--- config.mk ---
export PLATFORM = sky130hd
export DESIGN_NAME = host_port_mode_irq_reset
export DESIGN_NICKNAME = d
export VERILOG_FILES = /design/src/logic/host_port_pkg.sv /design/src/logic/host_irq_flag.sv /design/src/logic/host_port_mode_irq_reset.sv
export VERILOG_INCLUDE_DIRS = /design/src /design/src/logic
export SDC_FILE = /design/constraint.sdc
export NUM_CORES = 1
export LEC_CHECK = 0
export BUFFER_PORTS_ARGS = -buffer_cell sky130_fd_sc_hd__buf_2
export CAP_MARGIN = 20
export CORE_UTILIZATION = 49
export CTS_CLUSTER_SIZE = 8
export DETAILED_ROUTE_END_ITERATION = 12
export MAX_ROUTING_LAYER = met4
export PLACE_DENSITY = 0.83
export SETUP_SLACK_MARGIN = 0.15
export SYNTH_ARGS = -nofsm -noshare
export SYNTH_HDL_FRONTEND = slang
export SYNTH_SLANG_ARGS = --single-unit
--- constraint.sdc ---
create_clock -name ref_clk_in -period 4 [get_ports ref_clk_in]
set_input_delay 0.8 -clock ref_clk_in [delete_from_list [all_inputs] [get_ports ref_clk_in]]
set_output_delay 0.8 -clock ref_clk_in [all_outputs]
set_load 0.02 [all_outputs]
--- src/logic/host_port_defs.svh ---
// Constants for the host port mode, reset and interrupt logic.
`ifndef HOST_PORT_DEFS_SVH
`define HOST_PORT_DEFS_SVH

// ****************************************************************
// Widths
// ****************************************************************
`define HP_ADDR_W        18
`define HP_DATA_W        16
`define HP_SUBSYS        2

// ****************************************************************
// Control register field positions
// ****************************************************************
`define HP_CTL_HOST2CPU_A 0
`define HP_CTL_HOST2CPU_B 1
`define HP_CTL_IRQ_FLAG_A 2
`define HP_CTL_IRQ_FLAG_B 3
`define HP_CTL_MODE       4
`define HP_CTL_RESET      16'h0000

// ****************************************************************
// Access select codes
// ****************************************************************
`define HP_SEL_CONTROL   2'h0
`define HP_SEL_DATA_INC  2'h1
`define HP_SEL_ADDRESS   2'h2
`define HP_SEL_DATA      2'h3

// ****************************************************************
// Timing
// ****************************************************************
`define HP_CLK_PERIOD_NS 10
`define HP_MEM_TIMEOUT_NS 2000
`define HP_MEM_TIMEOUT_CYC (`HP_MEM_TIMEOUT_NS / `HP_CLK_PERIOD_NS)

`endif

--- src/logic/host_port_pkg.sv ---
// Types shared by the host port mode, reset and interrupt logic.
`include "host_port_defs.svh"

package host_port_pkg;

	// ****************************************************************
	// Host control strobes, sampled on the device clock except where the data output enable decodes them directly
	// ****************************************************************
	typedef struct packed {
		logic port_select_n;
		logic access_select_1;
		logic access_select_0;
		logic read_write;
		logic data_strobe_n;
		logic addr_strobe_n;
	} host_ctrl_t;

	// ****************************************************************
	// Word request towards the shared memory
	// ****************************************************************
	typedef struct packed {
		logic                  req;
		logic                  we;
		logic [`HP_ADDR_W-1:0] addr;
		logic [`HP_DATA_W-1:0] wdata;
	} mem_req_t;

	typedef enum logic [1:0] {
		PORT_IDLE,
		PORT_MEM_WAIT
	} port_state_t;

endpackage

--- src/logic/host_irq_flag.sv ---
// One sticky host interrupt flag with its active-low pin drive.
`timescale 1ns/100ps

module host_irq_flag (
	input  wire logic ref_clk_in,
	input  wire logic sys_rst_in,
	input  wire logic port_reset_in,
	input  wire logic enable_in,
	input  wire logic set_in,
	input  wire logic clear_in,
	input  wire logic float_n_in,
	output logic      flag_out,
	output logic      irq_n_out,
	output logic      irq_n_oe_out
);

	logic flag_reg;
	logic flag_next;

	// Set wins over a clear arriving in the same cycle.
	always_comb begin
		flag_next = enable_in & (set_in | (flag_reg & ~clear_in));
	end

	always_ff @(posedge ref_clk_in or posedge sys_rst_in) begin
		if (sys_rst_in) begin
			flag_reg <= 1'b0;
		end else if (port_reset_in) begin
			flag_reg <= 1'b0;
		end else begin
			flag_reg <= flag_next;
		end
	end

	assign flag_out     = flag_reg;
	assign irq_n_out    = ~flag_reg;
	assign irq_n_oe_out = float_n_in;

endmodule

--- src/logic/host_port_mode_irq_reset.sv ---
// Host port mode strap, reset fan-out, register access and interrupts.
`timescale 1ns/100ps
`include "host_port_defs.svh"

// Operation
// - Each subsystem drives its own active-low interrupt pin low.
// - Host writing one to a control flag bit releases that interrupt pin.
// - Host interrupt pins are only supported in multiplexed mode.
// - Output float input low puts both interrupt pins into high impedance.
// - Dedicated port reset clears port logic and resets both subsystems.
// - Mode pin low selects multiplexed access to control, address, data.
// - Multiplexed mode carries interrupts host to processor and back.
// - Mode pin high selects non-multiplexed mode with separate buses.
// - Non-multiplexed hosts use an 18-bit address and 16-bit data bus.
// - Non-multiplexed mode supports no interrupts either way.
// - Address strobe latches shared-bus address into the address register.
// - Ready tells host when the next transfer may start.
module host_port_mode_irq_reset
	import host_port_pkg::*;
#(
	parameter int ADDR_W      = `HP_ADDR_W,
	parameter int DATA_W      = `HP_DATA_W,
	parameter int MEM_TIMEOUT = `HP_MEM_TIMEOUT_CYC
) (
	input  wire logic              ref_clk_in,
	input  wire logic              sys_rst_in,
	input  wire logic              host_port_reset_n_in,
	input  wire logic              host_mux_select_in,
	input  wire logic              output_float_n_in,
	input  wire host_ctrl_t        host_ctrl_in,
	input  wire logic [ADDR_W-1:0] host_addr_in,
	input  wire logic [DATA_W-1:0] host_data_in,
	output logic      [DATA_W-1:0] host_data_out,
	output logic                   host_data_oe_out,
	output logic                   port_ready_out,
	output logic                   port_ready_oe_out,
	output logic                   host_irq_n_sub_a_out,
	output logic                   host_irq_n_sub_a_oe_out,
	output logic                   host_irq_n_sub_b_out,
	output logic                   host_irq_n_sub_b_oe_out,
	input  wire logic [1:0]        cpu_irq_set_in,
	output logic      [1:0]        cpu_irq_out,
	output logic      [1:0]        subsys_reset_out,
	output logic                   mux_mode_out,
	output mem_req_t               mem_req_out,
	input  wire logic [DATA_W-1:0] mem_rdata_in,
	input  wire logic              mem_ack_in
);

	// ****************************************************************
	// Strap capture and reset
	// ****************************************************************
	logic        strap_valid_reg;
	logic        nonmux_reg;
	logic [1:0]  subsys_reset_reg;
	logic        port_reset;
	logic        mux_mode;

	assign port_reset = ~host_port_reset_n_in;

	// The strap is caught on the first clean edge after reset so that an
	// asynchronous reset never loads the value of a pin.
	always_ff @(posedge ref_clk_in or posedge sys_rst_in) begin
		if (sys_rst_in) begin
			strap_valid_reg <= 1'b0;
			nonmux_reg      <= 1'b0;
		end else if (port_reset) begin
			strap_valid_reg <= 1'b0;
		end else if (!strap_valid_reg) begin
			strap_valid_reg <= 1'b1;
			nonmux_reg      <= host_mux_select_in;
		end
	end

	always_ff @(posedge ref_clk_in or posedge sys_rst_in) begin
		if (sys_rst_in) begin
			subsys_reset_reg <= 2'h3;
		end else begin
			subsys_reset_reg <= {2{port_reset}};
		end
	end

	assign mux_mode         = strap_valid_reg & ~nonmux_reg;
	assign mux_mode_out     = mux_mode;
	assign subsys_reset_out = subsys_reset_reg;

	// ****************************************************************
	// Strobe edge detection
	// ****************************************************************
	logic ds_n_reg;
	logic as_n_reg;
	logic selected;
	logic ds_fall;
	logic as_fall;

	always_ff @(posedge ref_clk_in or posedge sys_rst_in) begin
		if (sys_rst_in) begin
			ds_n_reg <= 1'b1;
			as_n_reg <= 1'b1;
		end else begin
			ds_n_reg <= host_ctrl_in.data_strobe_n;
			as_n_reg <= host_ctrl_in.addr_strobe_n;
		end
	end

	// Strobes outside an active port select are ignored.
	assign selected = ~host_ctrl_in.port_select_n & strap_valid_reg;
	assign ds_fall  = selected & ds_n_reg & ~host_ctrl_in.data_strobe_n;
	assign as_fall  = selected & as_n_reg & ~host_ctrl_in.addr_strobe_n;

	// ****************************************************************
	// Access decode
	// ****************************************************************
	port_state_t state_reg;
	logic [1:0]  sel;
	logic        acc_ctl;
	logic        acc_addr;
	logic        acc_data;
	logic        acc_write;
	logic        ready;

	assign ready    = (state_reg == PORT_IDLE) & strap_valid_reg;
	assign sel      = {host_ctrl_in.access_select_1,
	                   host_ctrl_in.access_select_0};
	// A data strobe while busy is dropped; the host must wait for ready.
	assign acc_ctl  = ds_fall & ready & mux_mode &
	                  (sel == `HP_SEL_CONTROL);
	assign acc_addr = ds_fall & ready & mux_mode & (sel == `HP_SEL_ADDRESS);
	assign acc_data = ds_fall & ready &
	                  (~mux_mode | sel == `HP_SEL_DATA |
	                   sel == `HP_SEL_DATA_INC);
	assign acc_write = ~host_ctrl_in.read_write;

	// ****************************************************************
	// Address register
	// ****************************************************************
	logic [ADDR_W-1:0] addr_reg;
	logic              inc_reg;

	always_ff @(posedge ref_clk_in or posedge sys_rst_in) begin
		if (sys_rst_in) begin
			addr_reg <= '0;
		end else if (port_reset) begin
			addr_reg <= '0;
		end else if (mux_mode && as_fall) begin
			addr_reg <= ADDR_W'(host_data_in);
		end else if (acc_addr && acc_write) begin
			addr_reg <= ADDR_W'(host_data_in);
		end else if (mem_ack_in && state_reg == PORT_MEM_WAIT &&
		             inc_reg) begin
			addr_reg <= addr_reg + ADDR_W'(1);
		end
	end

	// ****************************************************************
	// Memory transfer sequencing
	// ****************************************************************
	mem_req_t    mem_reg;
	logic [31:0] wait_cnt_reg;
	logic        timeout;

	assign timeout = (wait_cnt_reg >= 32'(MEM_TIMEOUT - 1));

	always_ff @(posedge ref_clk_in or posedge sys_rst_in) begin
		if (sys_rst_in) begin
			state_reg <= PORT_IDLE;
			mem_reg   <= '0;
			inc_reg   <= 1'b0;
		end else if (port_reset) begin
			state_reg <= PORT_IDLE;
			mem_reg   <= '0;
			inc_reg   <= 1'b0;
		end else begin
			case (state_reg)
				PORT_IDLE: begin
					if (acc_data) begin
						state_reg     <= PORT_MEM_WAIT;
						mem_reg.req   <= 1'b1;
						mem_reg.we    <= acc_write;
						mem_reg.wdata <= host_data_in;
						mem_reg.addr  <= mux_mode ? addr_reg : host_addr_in;
						inc_reg       <= mux_mode &
						                 (sel == `HP_SEL_DATA_INC);
					end
				end
				PORT_MEM_WAIT: begin
					// A stuck memory would otherwise hang the host forever.
					if (mem_ack_in || timeout) begin
						state_reg   <= PORT_IDLE;
						mem_reg.req <= 1'b0;
					end
				end
				default: begin
					state_reg <= PORT_IDLE;
				end
			endcase
		end
	end

	always_ff @(posedge ref_clk_in or posedge sys_rst_in) begin
		if (sys_rst_in) begin
			wait_cnt_reg <= '0;
		end else if (state_reg == PORT_MEM_WAIT && !mem_ack_in) begin
			wait_cnt_reg <= wait_cnt_reg + 32'h1;
		end else begin
			wait_cnt_reg <= '0;
		end
	end

	assign mem_req_out = mem_reg;

	// ****************************************************************
	// Interrupt flags towards the host
	// ****************************************************************
	logic [1:0] flag;
	logic [1:0] irq_n;
	logic [1:0] irq_n_oe;
	logic [1:0] flag_clear;
	logic       ctl_write;

	assign ctl_write  = acc_ctl & acc_write;
	assign flag_clear = {2{ctl_write}} &
	                    {host_data_in[`HP_CTL_IRQ_FLAG_B],
	                     host_data_in[`HP_CTL_IRQ_FLAG_A]};

	genvar gi;
	generate
		for (gi = 0; gi < `HP_SUBSYS; gi++) begin : g_irq
			host_irq_flag u_flag (
				.ref_clk_in    (ref_clk_in),
				.sys_rst_in    (sys_rst_in),
				.port_reset_in (port_reset),
				.enable_in     (mux_mode),
				.set_in        (cpu_irq_set_in[gi]),
				.clear_in      (flag_clear[gi]),
				.float_n_in    (output_float_n_in),
				.flag_out      (flag[gi]),
				.irq_n_out     (irq_n[gi]),
				.irq_n_oe_out  (irq_n_oe[gi])
			);
		end
	endgenerate

	assign host_irq_n_sub_a_out    = irq_n[0];
	assign host_irq_n_sub_a_oe_out = irq_n_oe[0];
	assign host_irq_n_sub_b_out    = irq_n[1];
	assign host_irq_n_sub_b_oe_out = irq_n_oe[1];

	// ****************************************************************
	// Interrupts towards the processors
	// ****************************************************************
	logic [1:0] cpu_irq_reg;

	always_ff @(posedge ref_clk_in or posedge sys_rst_in) begin
		if (sys_rst_in) begin
			cpu_irq_reg <= 2'h0;
		end else begin
			cpu_irq_reg <= {2{ctl_write & ~port_reset}} &
			               {host_data_in[`HP_CTL_HOST2CPU_B],
			                host_data_in[`HP_CTL_HOST2CPU_A]};
		end
	end

	assign cpu_irq_out = cpu_irq_reg;

	// ****************************************************************
	// Read data
	// ****************************************************************
	logic [DATA_W-1:0] rdata_reg;
	logic [DATA_W-1:0] ctl_value;

	always_comb begin
		ctl_value                     = DATA_W'(`HP_CTL_RESET);
		ctl_value[`HP_CTL_IRQ_FLAG_A] = flag[0];
		ctl_value[`HP_CTL_IRQ_FLAG_B] = flag[1];
		ctl_value[`HP_CTL_MODE]       = nonmux_reg;
	end

	always_ff @(posedge ref_clk_in or posedge sys_rst_in) begin
		if (sys_rst_in) begin
			rdata_reg <= '0;
		end else if (acc_ctl && !acc_write) begin
			rdata_reg <= ctl_value;
		end else if (acc_addr && !acc_write) begin
			rdata_reg <= DATA_W'(addr_reg);
		end else if (state_reg == PORT_MEM_WAIT && mem_ack_in &&
		             !mem_reg.we) begin
			rdata_reg <= mem_rdata_in;
		end
	end

	assign host_data_out    = rdata_reg;
	assign host_data_oe_out = selected & host_ctrl_in.read_write &
	                          ~host_ctrl_in.data_strobe_n &
	                          output_float_n_in;
	assign port_ready_out    = ready;
	assign port_ready_oe_out = output_float_n_in;

endmodule

# Word level (Yosys, flattened, before mapping)
# Index checks and enable logic that the tools add are counted.
[classes] n_eq_ne=10 addsub=2 muxes=24 n_lt_le_gt_ge=1 reduce_logical=18 bitwise=40
[op_table] operator="2-to-1 mux 18 bit" count=5
[op_table] operator="2-to-1 mux 36 bit" count=2
[op_table] operator="2-to-1 mux 16 bit" count=3
[op_table] operator="2-to-1 mux 35 bit" count=1
[op_table] operator="adder 32 x 1 -> 32 bit, second input constant" count=1
[op_table] operator="greater-or-equal comparator 32 x 8 -> 1 bit, second input constant" count=1
[op_table] operator="2-to-1 mux 32 bit" count=1
[op_table] operator="bitwise AND 1 bit" count=22
[op_table] operator="adder 18 x 1 -> 18 bit, second input constant" count=1
[op_table] operator="inverter 1 bit" count=12
[op_table] operator="logical AND 1 bit" count=8
[op_table] operator="2-to-1 mux 1 bit" count=7
[op_table] operator="2-to-1 mux 2 bit" count=3
[op_table] operator="AND reduction 2 bit" count=3
[op_table] operator="bitwise AND 2 bit" count=2
[op_table] operator="== test 2 x 1 -> 1 bit, second input constant" count=2
[op_table] operator="== test 2 bit, second input constant" count=2
[op_table] operator="logical NOT 2 bit" count=2
[op_table] operator="inequality test 2 x 1 -> 1 bit, second input constant" count=2
[op_table] operator="inequality test 4 x 1 -> 1 bit, second input constant" count=1
[op_table] operator="OR 1 bit" count=4
[op_table] operator="case mux 2 bit (2 select lines)" count=1
[op_table] operator="inequality test 3 x 1 -> 1 bit, second input constant" count=1
[op_table] operator="inequality test 3 x 2 -> 1 bit, second input constant" count=1
[op_table] operator="other kinds (6)" count=7
[word_totals] reg_bits=114 word_cells=112

# Longest topological paths before layout
# Gate-level depths: netlist of the first run.
[depth] depth_word=14 ltp_mapped=7

# Hierarchy
# A second synthesis of the first run with hierarchy kept.
[hier_totals] hier_cells=608 area_unflattened_um2=5759.3
[by_module_without_submodules] module="host_port_mode_irq_reset" cells_each=594 instances=1 seq_area_each_um2=2781.4 area_each_um2=5639.2
[by_module_without_submodules] module="host_irq_flag" cells_each=7 instances=2 seq_area_each_um2=25.0 area_each_um2=60.1

# Worst setup path before layout of the first run
# No wires, ideal clock.
[synth_path] path_type="input to register" from="input mem_ack_in" to="register addr_reg[16]" n_path_buf=2 slack_ps=1648 stages=6 setup_time_ps=78 t_arrival_ps=2274 cell_sequence="nand3_2 buf_6 or4_1 clkbuf_2 or4_1 a21oi_1"
[synth_via] elab_chain_cells=3
[synth_lines] item="from (decl)" line_no="host_port_mode_irq_reset.sv:47" text="input wire logic mem_ack_in"
[synth_lines] item="logical AND 1 bit (2 in series)" line_no="host_port_mode_irq_reset.sv:149" text="end else if (mem_ack_in && state_reg == PORT_MEM_WAIT &&"
[synth_lines] item="inequality test 4 x 1 -> 1 bit (no source line)"
[synth_lines] item="to (signal assigned)" line_no="host_port_mode_irq_reset.sv:146" text="addr_reg <= ADDR_W'(host_data_in);"
[synth_lines] item="to (signal assigned)" line_no="host_port_mode_irq_reset.sv:148" text="addr_reg <= ADDR_W'(host_data_in);"
[synth_lines] item="to (signal assigned)" line_no="host_port_mode_irq_reset.sv:151" text="addr_reg <= addr_reg + ADDR_W'(1);"
[synth_lines] item="to (decl)" line_no="host_port_mode_irq_reset.sv:137" text="logic [ADDR_W-1:0] addr_reg;"
# Every way passes these cells.
# A chain may end at the register's enable or synchronous reset.

# Worst setup path in the final report of the first run
[layout_path] from="register nonmux_reg" to="output mux_mode_out"
[layout_via] elab_chain_cells=2
[layout_lines] item="from (decl)" line_no="host_port_mode_irq_reset.sv:54" text="logic nonmux_reg;"
[layout_lines] item="from (signal assigned)" line_no="host_port_mode_irq_reset.sv:71" text="nonmux_reg <= host_mux_select_in;"
[layout_lines] item="inverter 1 bit" line_no="host_port_mode_irq_reset.sv:83" text="assign mux_mode = strap_valid_reg & ~nonmux_reg;"
[layout_lines] item="bitwise AND 1 bit" line_no="host_port_mode_irq_reset.sv:83"
[layout_lines] item="to (decl)" line_no="host_port_mode_irq_reset.sv:44" text="output logic mux_mode_out,"
# Every way passes these cells.

==> metrics.txt, run 1 <==
status completed; PortBufs about 130; RSZ-0062 raised after global routing no; critical path class flop to output port; Placeable Area 0.0111 sq mm; DR pass1 iterations 7; Layout Nets 788; FP Rows 38; worst r2r path cells 5; Syn Inst Count ~600; hold path start wait_cnt_reg[0]$_DFF_PP0_; number of global-route vias before repair a little over 5,000; register bit total from synthesis 113; CTS Buffer Depth 2; I/O pins 128; clock skew 13.6 ps; n_diodes 0; fraction of registers with async set or reset after synthesis 1.00; Root Buffer clkbuf_16; Final Slew Violations 0; worst-margin pin slew between 900 and 1000 ps; FF-to-FF Start strap_valid_reg$_DFF_PP0_; CTS resizes 0; Slew headroom 0.377; Final Hold Fails 0; gr usage total 0.288; first-pass GRT wire length approximately 25 mm; detailed-route wire length per cell 18.1 um; Num CTS Buffers 17; Iteration-0 DRC Markers 485; Min Clock Period, post-route around 3200 ps; r2r setup slk roughly 1600 ps; area delta synth->final 21.1%; pwr/cell area around 430 mW/mm^2; Cell Area, Synth 0.00567 sq mm; Max VDD drop between 0.3 and 0.4 mV; final WL ~16 mm; hold-critical path depth 1; Critical Path RT between 3000 and 4000 ps; CTS tree done; Final ANT Viol Nets 0; crit-path max cell delay about 760 ps; drt drc 0; critical path, cell by cell nand2b_1 -> inv_1 -> buf_2; die area roughly 0.012 sq mm; H-tree Lvls 4; Highest Clock Rate between 300 and 400 MHz; fill count 932; hold_buf cts 0; commonest non-fill, non-tap cell in the layout buf_2; number of synthesized flops with an enable pin 0; syn avg cell area around 9.3 sq um; ratio of cells with drive above 1 in the final layout 0.244; CP max FO 21; post-CTS setup buffer count 0; Arrival @ worst endpoint around 2400 ps; initial core utilization 0.512; Final period util 0.796; post-synthesis sequential area ratio 0.499; max cap viols 0; post-detail-place hpwl approximately 11 mm; GR Overflow Total 0; Worst Hold Endpoint wait_cnt_reg[0]$_DFF_PP0_; Lkg Pwr 3.05 nW; die height 110 um; Vias/cell about 6.2; slowest cell on the critical path inv_1; worst hold-check path type flop to flop; largest net degree at the start of global routing 67; final setup vio count 0; initial antenna violation count 0; Clock transition at path regs roughly 50 ps; commonest non-fill, non-tap cells in the layout 127 x buf_2, 110 x dfrtp_1, 101 x nand2_1; synth warn 0; Setup crit start kind flop; leading register cell type out of synthesis dfrtp_1; setup tns final 0 ps; Placer Congestion between 0.9 and 1; Die X-Extent roughly 110 um; Power, Total 2.94 mW; reg2reg end mem_req_out[28]$_DFFE_PP0P_; syn_nets around 680; Clock Latency Late Sink approximately 420 ps; CTS sink count 113; via count 5,398; Cell variety after synth between 50 and 60; crit end category output port; max reg flops 36
==> metal layers <==
layer	GRT usage	share of wire	vias up
li1	-	-	2456
met1	0.365	0.41	2603
met2	0.428	0.46	296
met3	0.0800	0.096	43
met4	0.132	0.032	0
met5	-	0	-
==> worst max-delay path, delay by kind of cell, from the launching register on <==
family | cells | cell delay, ps
and+or+nand+nor | 1 | 500
DFF | 1 | 400
buffers and inverters | 2 | 1050
==> logic make-up after synthesis <==
logic type	after synthesis	synth area share
AND/OR/NAND/NOR	272	0.245
AO/OA/AOI/OAI	142	0.169
flip-flops	113	0.499
buffers and inverters	61	0.0478
XOR/XNOR	19	0.0293
multiplexers	3	0.00529
adder cells (fa/ha/maj)	2	0.00441
==> where the power goes <==
part           total, mW  internal, mW  switching, mW  leakage (nW)
registers           1.25          1.20         0.0464          1.54
logic              0.336         0.125          0.211          1.24
clock network       1.35         0.848          0.501         0.268
==> area by class of cell <==
cell class              instances  area [sq um]  share of cell area
flip-flops and latches        113          2830               0.412
multi-input cells             438          2580               0.375
repair buffers                134           688               0.100
clock buffers                  26           499              0.0727
well taps                     140           175              0.0255
inverters                      18          70.1              0.0102
clock inverters                 6          30.0             0.00437
==> cell usage after synthesis (all sizes together) (12+ instances only) <==
master	instances	area, sq um
a311oi	23	201
dfrtp	110	2750
a221o	13	130
nor2	40	150
a21oi	57	285
xnor2	15	131
nand4	17	106
and3	20	125
inv	18	67.6
or4	16	120
nand2	101	379
o21ai	13	65.1
nand3	18	118
a211oi	13	97.6
clkbuf	32	121
nor3	13	70.1
nor4	12	75.1
==> stage by stage <==
| step | worst slack (ps) | area [sq um] | util | hold WS, ps | cells |
|---|---|---|---|---|---|
| CTS | 872 | 6860 | 0.620 | 476 | 874 |
| floorplan | 218 | 5670 | - | 448 | 612 |
| detailed placement | 1110 | 6330 | 0.572 | 481 | 842 |
| global placement | 1240 | 6330 | 0.572 | 463 | 842 |
| finish | 817 | 6870 | 0.620 | 486 | 875 |
| global route | 709 | 6870 | 0.620 | 472 | 875 |
==> worst max-delay path by stage <==
stage / endpoint / cells past startpoint / from
floorplan: addr_reg[0]$_DFFE_PP0P_ / 1 / sys_rst_in
detailed placement: mem_req_out[28]$_DFFE_PP0P_ / 6 / host_ctrl_in[5]
global route: mux_mode_out / 3 / strap_valid_reg$_DFF_PP0_
finish: mux_mode_out / 3 / nonmux_reg$_DFFE_PP0P_
global placement: mem_req_out[27]$_DFFE_PP0P_ / 6 / host_ctrl_in[5]
CTS: mux_mode_out / 3 / nonmux_reg$_DFFE_PP0P_
Power figures use the tool's default switching activity.
==> inputs of run 2 (changes only) <==
CORE_UTILIZATION = 54   (was 49)
PLACE_DENSITY = 0.87   (was 0.83)
clock period = 3.3 ns   (was 4 ns; I/O delays follow)
==> metrics.txt, run 2 (synthesized netlist as in run 1, its figures left out) <==
status completed; H-tree Lvls 4; first-pass GRT wire length ~26 mm; Highest Clock Rate 410 MHz; area delta synth->final 23.6%; initial antenna violation count 0; Final period util 0.739; Critical Path RT 3720 ps; CTS resizes 0; FP Rows 37; Pint ~2.9 mW; via count approximately 5,400; I/O pins between 100 and 150; Clock Latency Late Sink roughly 520 ps; RSZ-0062 raised after global routing no; drt drc 0; clock skew 11.1 ps; Layout Nets slightly below 800; die area roughly 0.011 sq mm; GR Overflow Total 0; Placeable Area slightly above 0.01 sq mm; worst-margin pin slew around 900 ps; max reg flops 36; Max VDD drop 0.366 mV; commonest non-fill, non-tap cell in the layout buf_2; Placer Congestion 0.881; die height approximately 100 um; Setup crit start kind flop; Cell Count, Final, Fillers Out ~900; n_diodes 0; clock network power share 0.494; Die X-Extent roughly 100 um; CTS Buffer Depth 2; Lkg Pwr between 3 and 4 nW; Vias/cell ~6.2; sw power approximately 0.93 mW; largest net degree at the start of global routing 52; CTS tree done; fill count ~800; DR pass1 iterations 5; commonest non-fill, non-tap cells in the layout 127 x buf_2, 110 x dfrtp_1, 101 x nand2_1; ratio of cells with drive above 1 in the final layout 0.254; Net Sw Frac 0.246; worst hold-check path type primary input to asynchronous set/reset pin; post-CTS setup buffer count 0; final WL between 15 and 20 mm; post-detail-place hpwl around 11 mm; detailed-route wire length per cell 18.2 um; pwr/cell area 543 mW/mm^2; max cap viols 0; Final Slew Violations 0; gr usage total 0.317; PortBufs 127; Final Hold Fails 0; Seq pwr share 0.397; Slew headroom 0.379; setup tns final 0 ps; crit end category flop; Num CTS Buffers 17; Clock transition at path regs 60 ps; Comb pwr share 0.109; critical path class flop to flop; Final ANT Viol Nets 0; Root Buffer clkbuf_8; Min Clock Period, post-route between 2000 and 2500 ps; Iteration-0 DRC Markers between 500 and 600; final core utilization 0.683; number of global-route vias before repair between 5,000 and 6,000; Cells after DPL roughly 850; CTS sink count between 100 and 150; initial core utilization 0.552; CP max FO 11; final setup vio count 0; hold_buf cts 0; Arrival @ worst endpoint around 2900 ps
==> run 2: cell count changes in the layout (fill, tap and decap cells not counted), sizes merged <==
| cell | previous run | this run |
|---|---|---|
| inv | 18 | 17 |
| buf | 134 | 140 |
| clkinvlp | 0 | 2 |
| bufinv | 0 | 4 |
| clkbuf | 26 | 20 |
==> run 2: per-layer routing <==
layer	wire length (um)	track usage
met1	6730	0.410
met2	7570	0.489
met3	1310	0.0695
met4	351	0.122
met5	0	-
==> run 2: final timing paths <==
kind | from | to | slack [ps] | cells after the start
max | state_reg[0]$_DFFE_PP0P_ | addr_reg[15]$_DFFE_PP0P_ | 860 | 4
max reg2reg | state_reg[0]$_DFFE_PP0P_ | addr_reg[15]$_DFFE_PP0P_ | 860 | 4
min reg2reg | wait_cnt_reg[0]$_DFF_PP0_ | wait_cnt_reg[0]$_DFF_PP0_ | 490 | 1
min | sys_rst_in | host_data_out[6]$_DFFE_PP0P_ | 250 | 2
max in group asynchronous | sys_rst_in | wait_cnt_reg[9]$_DFF_PP0_ | 2080 | 4
min in group ref_clk_in | host_ctrl_in[0] | as_n_reg$_DFF_PP1_ | 270 | 1
==> run 2: worst max-delay path: stages (launching register included) <==
cell and delay [ps]:
dfrtp_1 530, nand3_2 300, or4_1 720, or4_1 520, a311oi_1 270
==> run 2: power by group through the flow <==
stage	registers [mW]	logic (mW)	clock network (mW)
final	1.51	0.415	1.88
after global routing	1.52	0.449	1.96
after CTS	1.51	0.416	1.90
after detailed placement	1.53	0.414	0
after global placement	1.53	0.403	0
after floorplan	1.59	0.181	0
==> run 2: metrics by stage <==
step / instance area, sq um / power, mW / hold slack (ps) / worst slack [ps]
2_1_floorplan: 5680 / 1.77 / 448 / 1090
3_3_place_gp: 6410 / 1.93 / 466 / 751
3_5_place_dp: 6410 / 1.95 / 488 / 692
4_1_cts: 7020 / 3.83 / 241 / 888
5_1_grt: 7020 / 3.93 / 243 / 740
6_report: 7020 / 3.81 / 252 / 861
==> run 2: layout make-up <==
class / instances / area, sq um / share of cell area
clock inverter: 11 / 161 / 0.0230
multi-input combinational: 438 / 2580 / 0.367
inverter: 18 / 71.3 / 0.0102
tap: 136 / 170 / 0.0243
clock buffer: 20 / 445 / 0.0635
timing repair buffer: 140 / 758 / 0.108
sequential: 113 / 2830 / 0.404
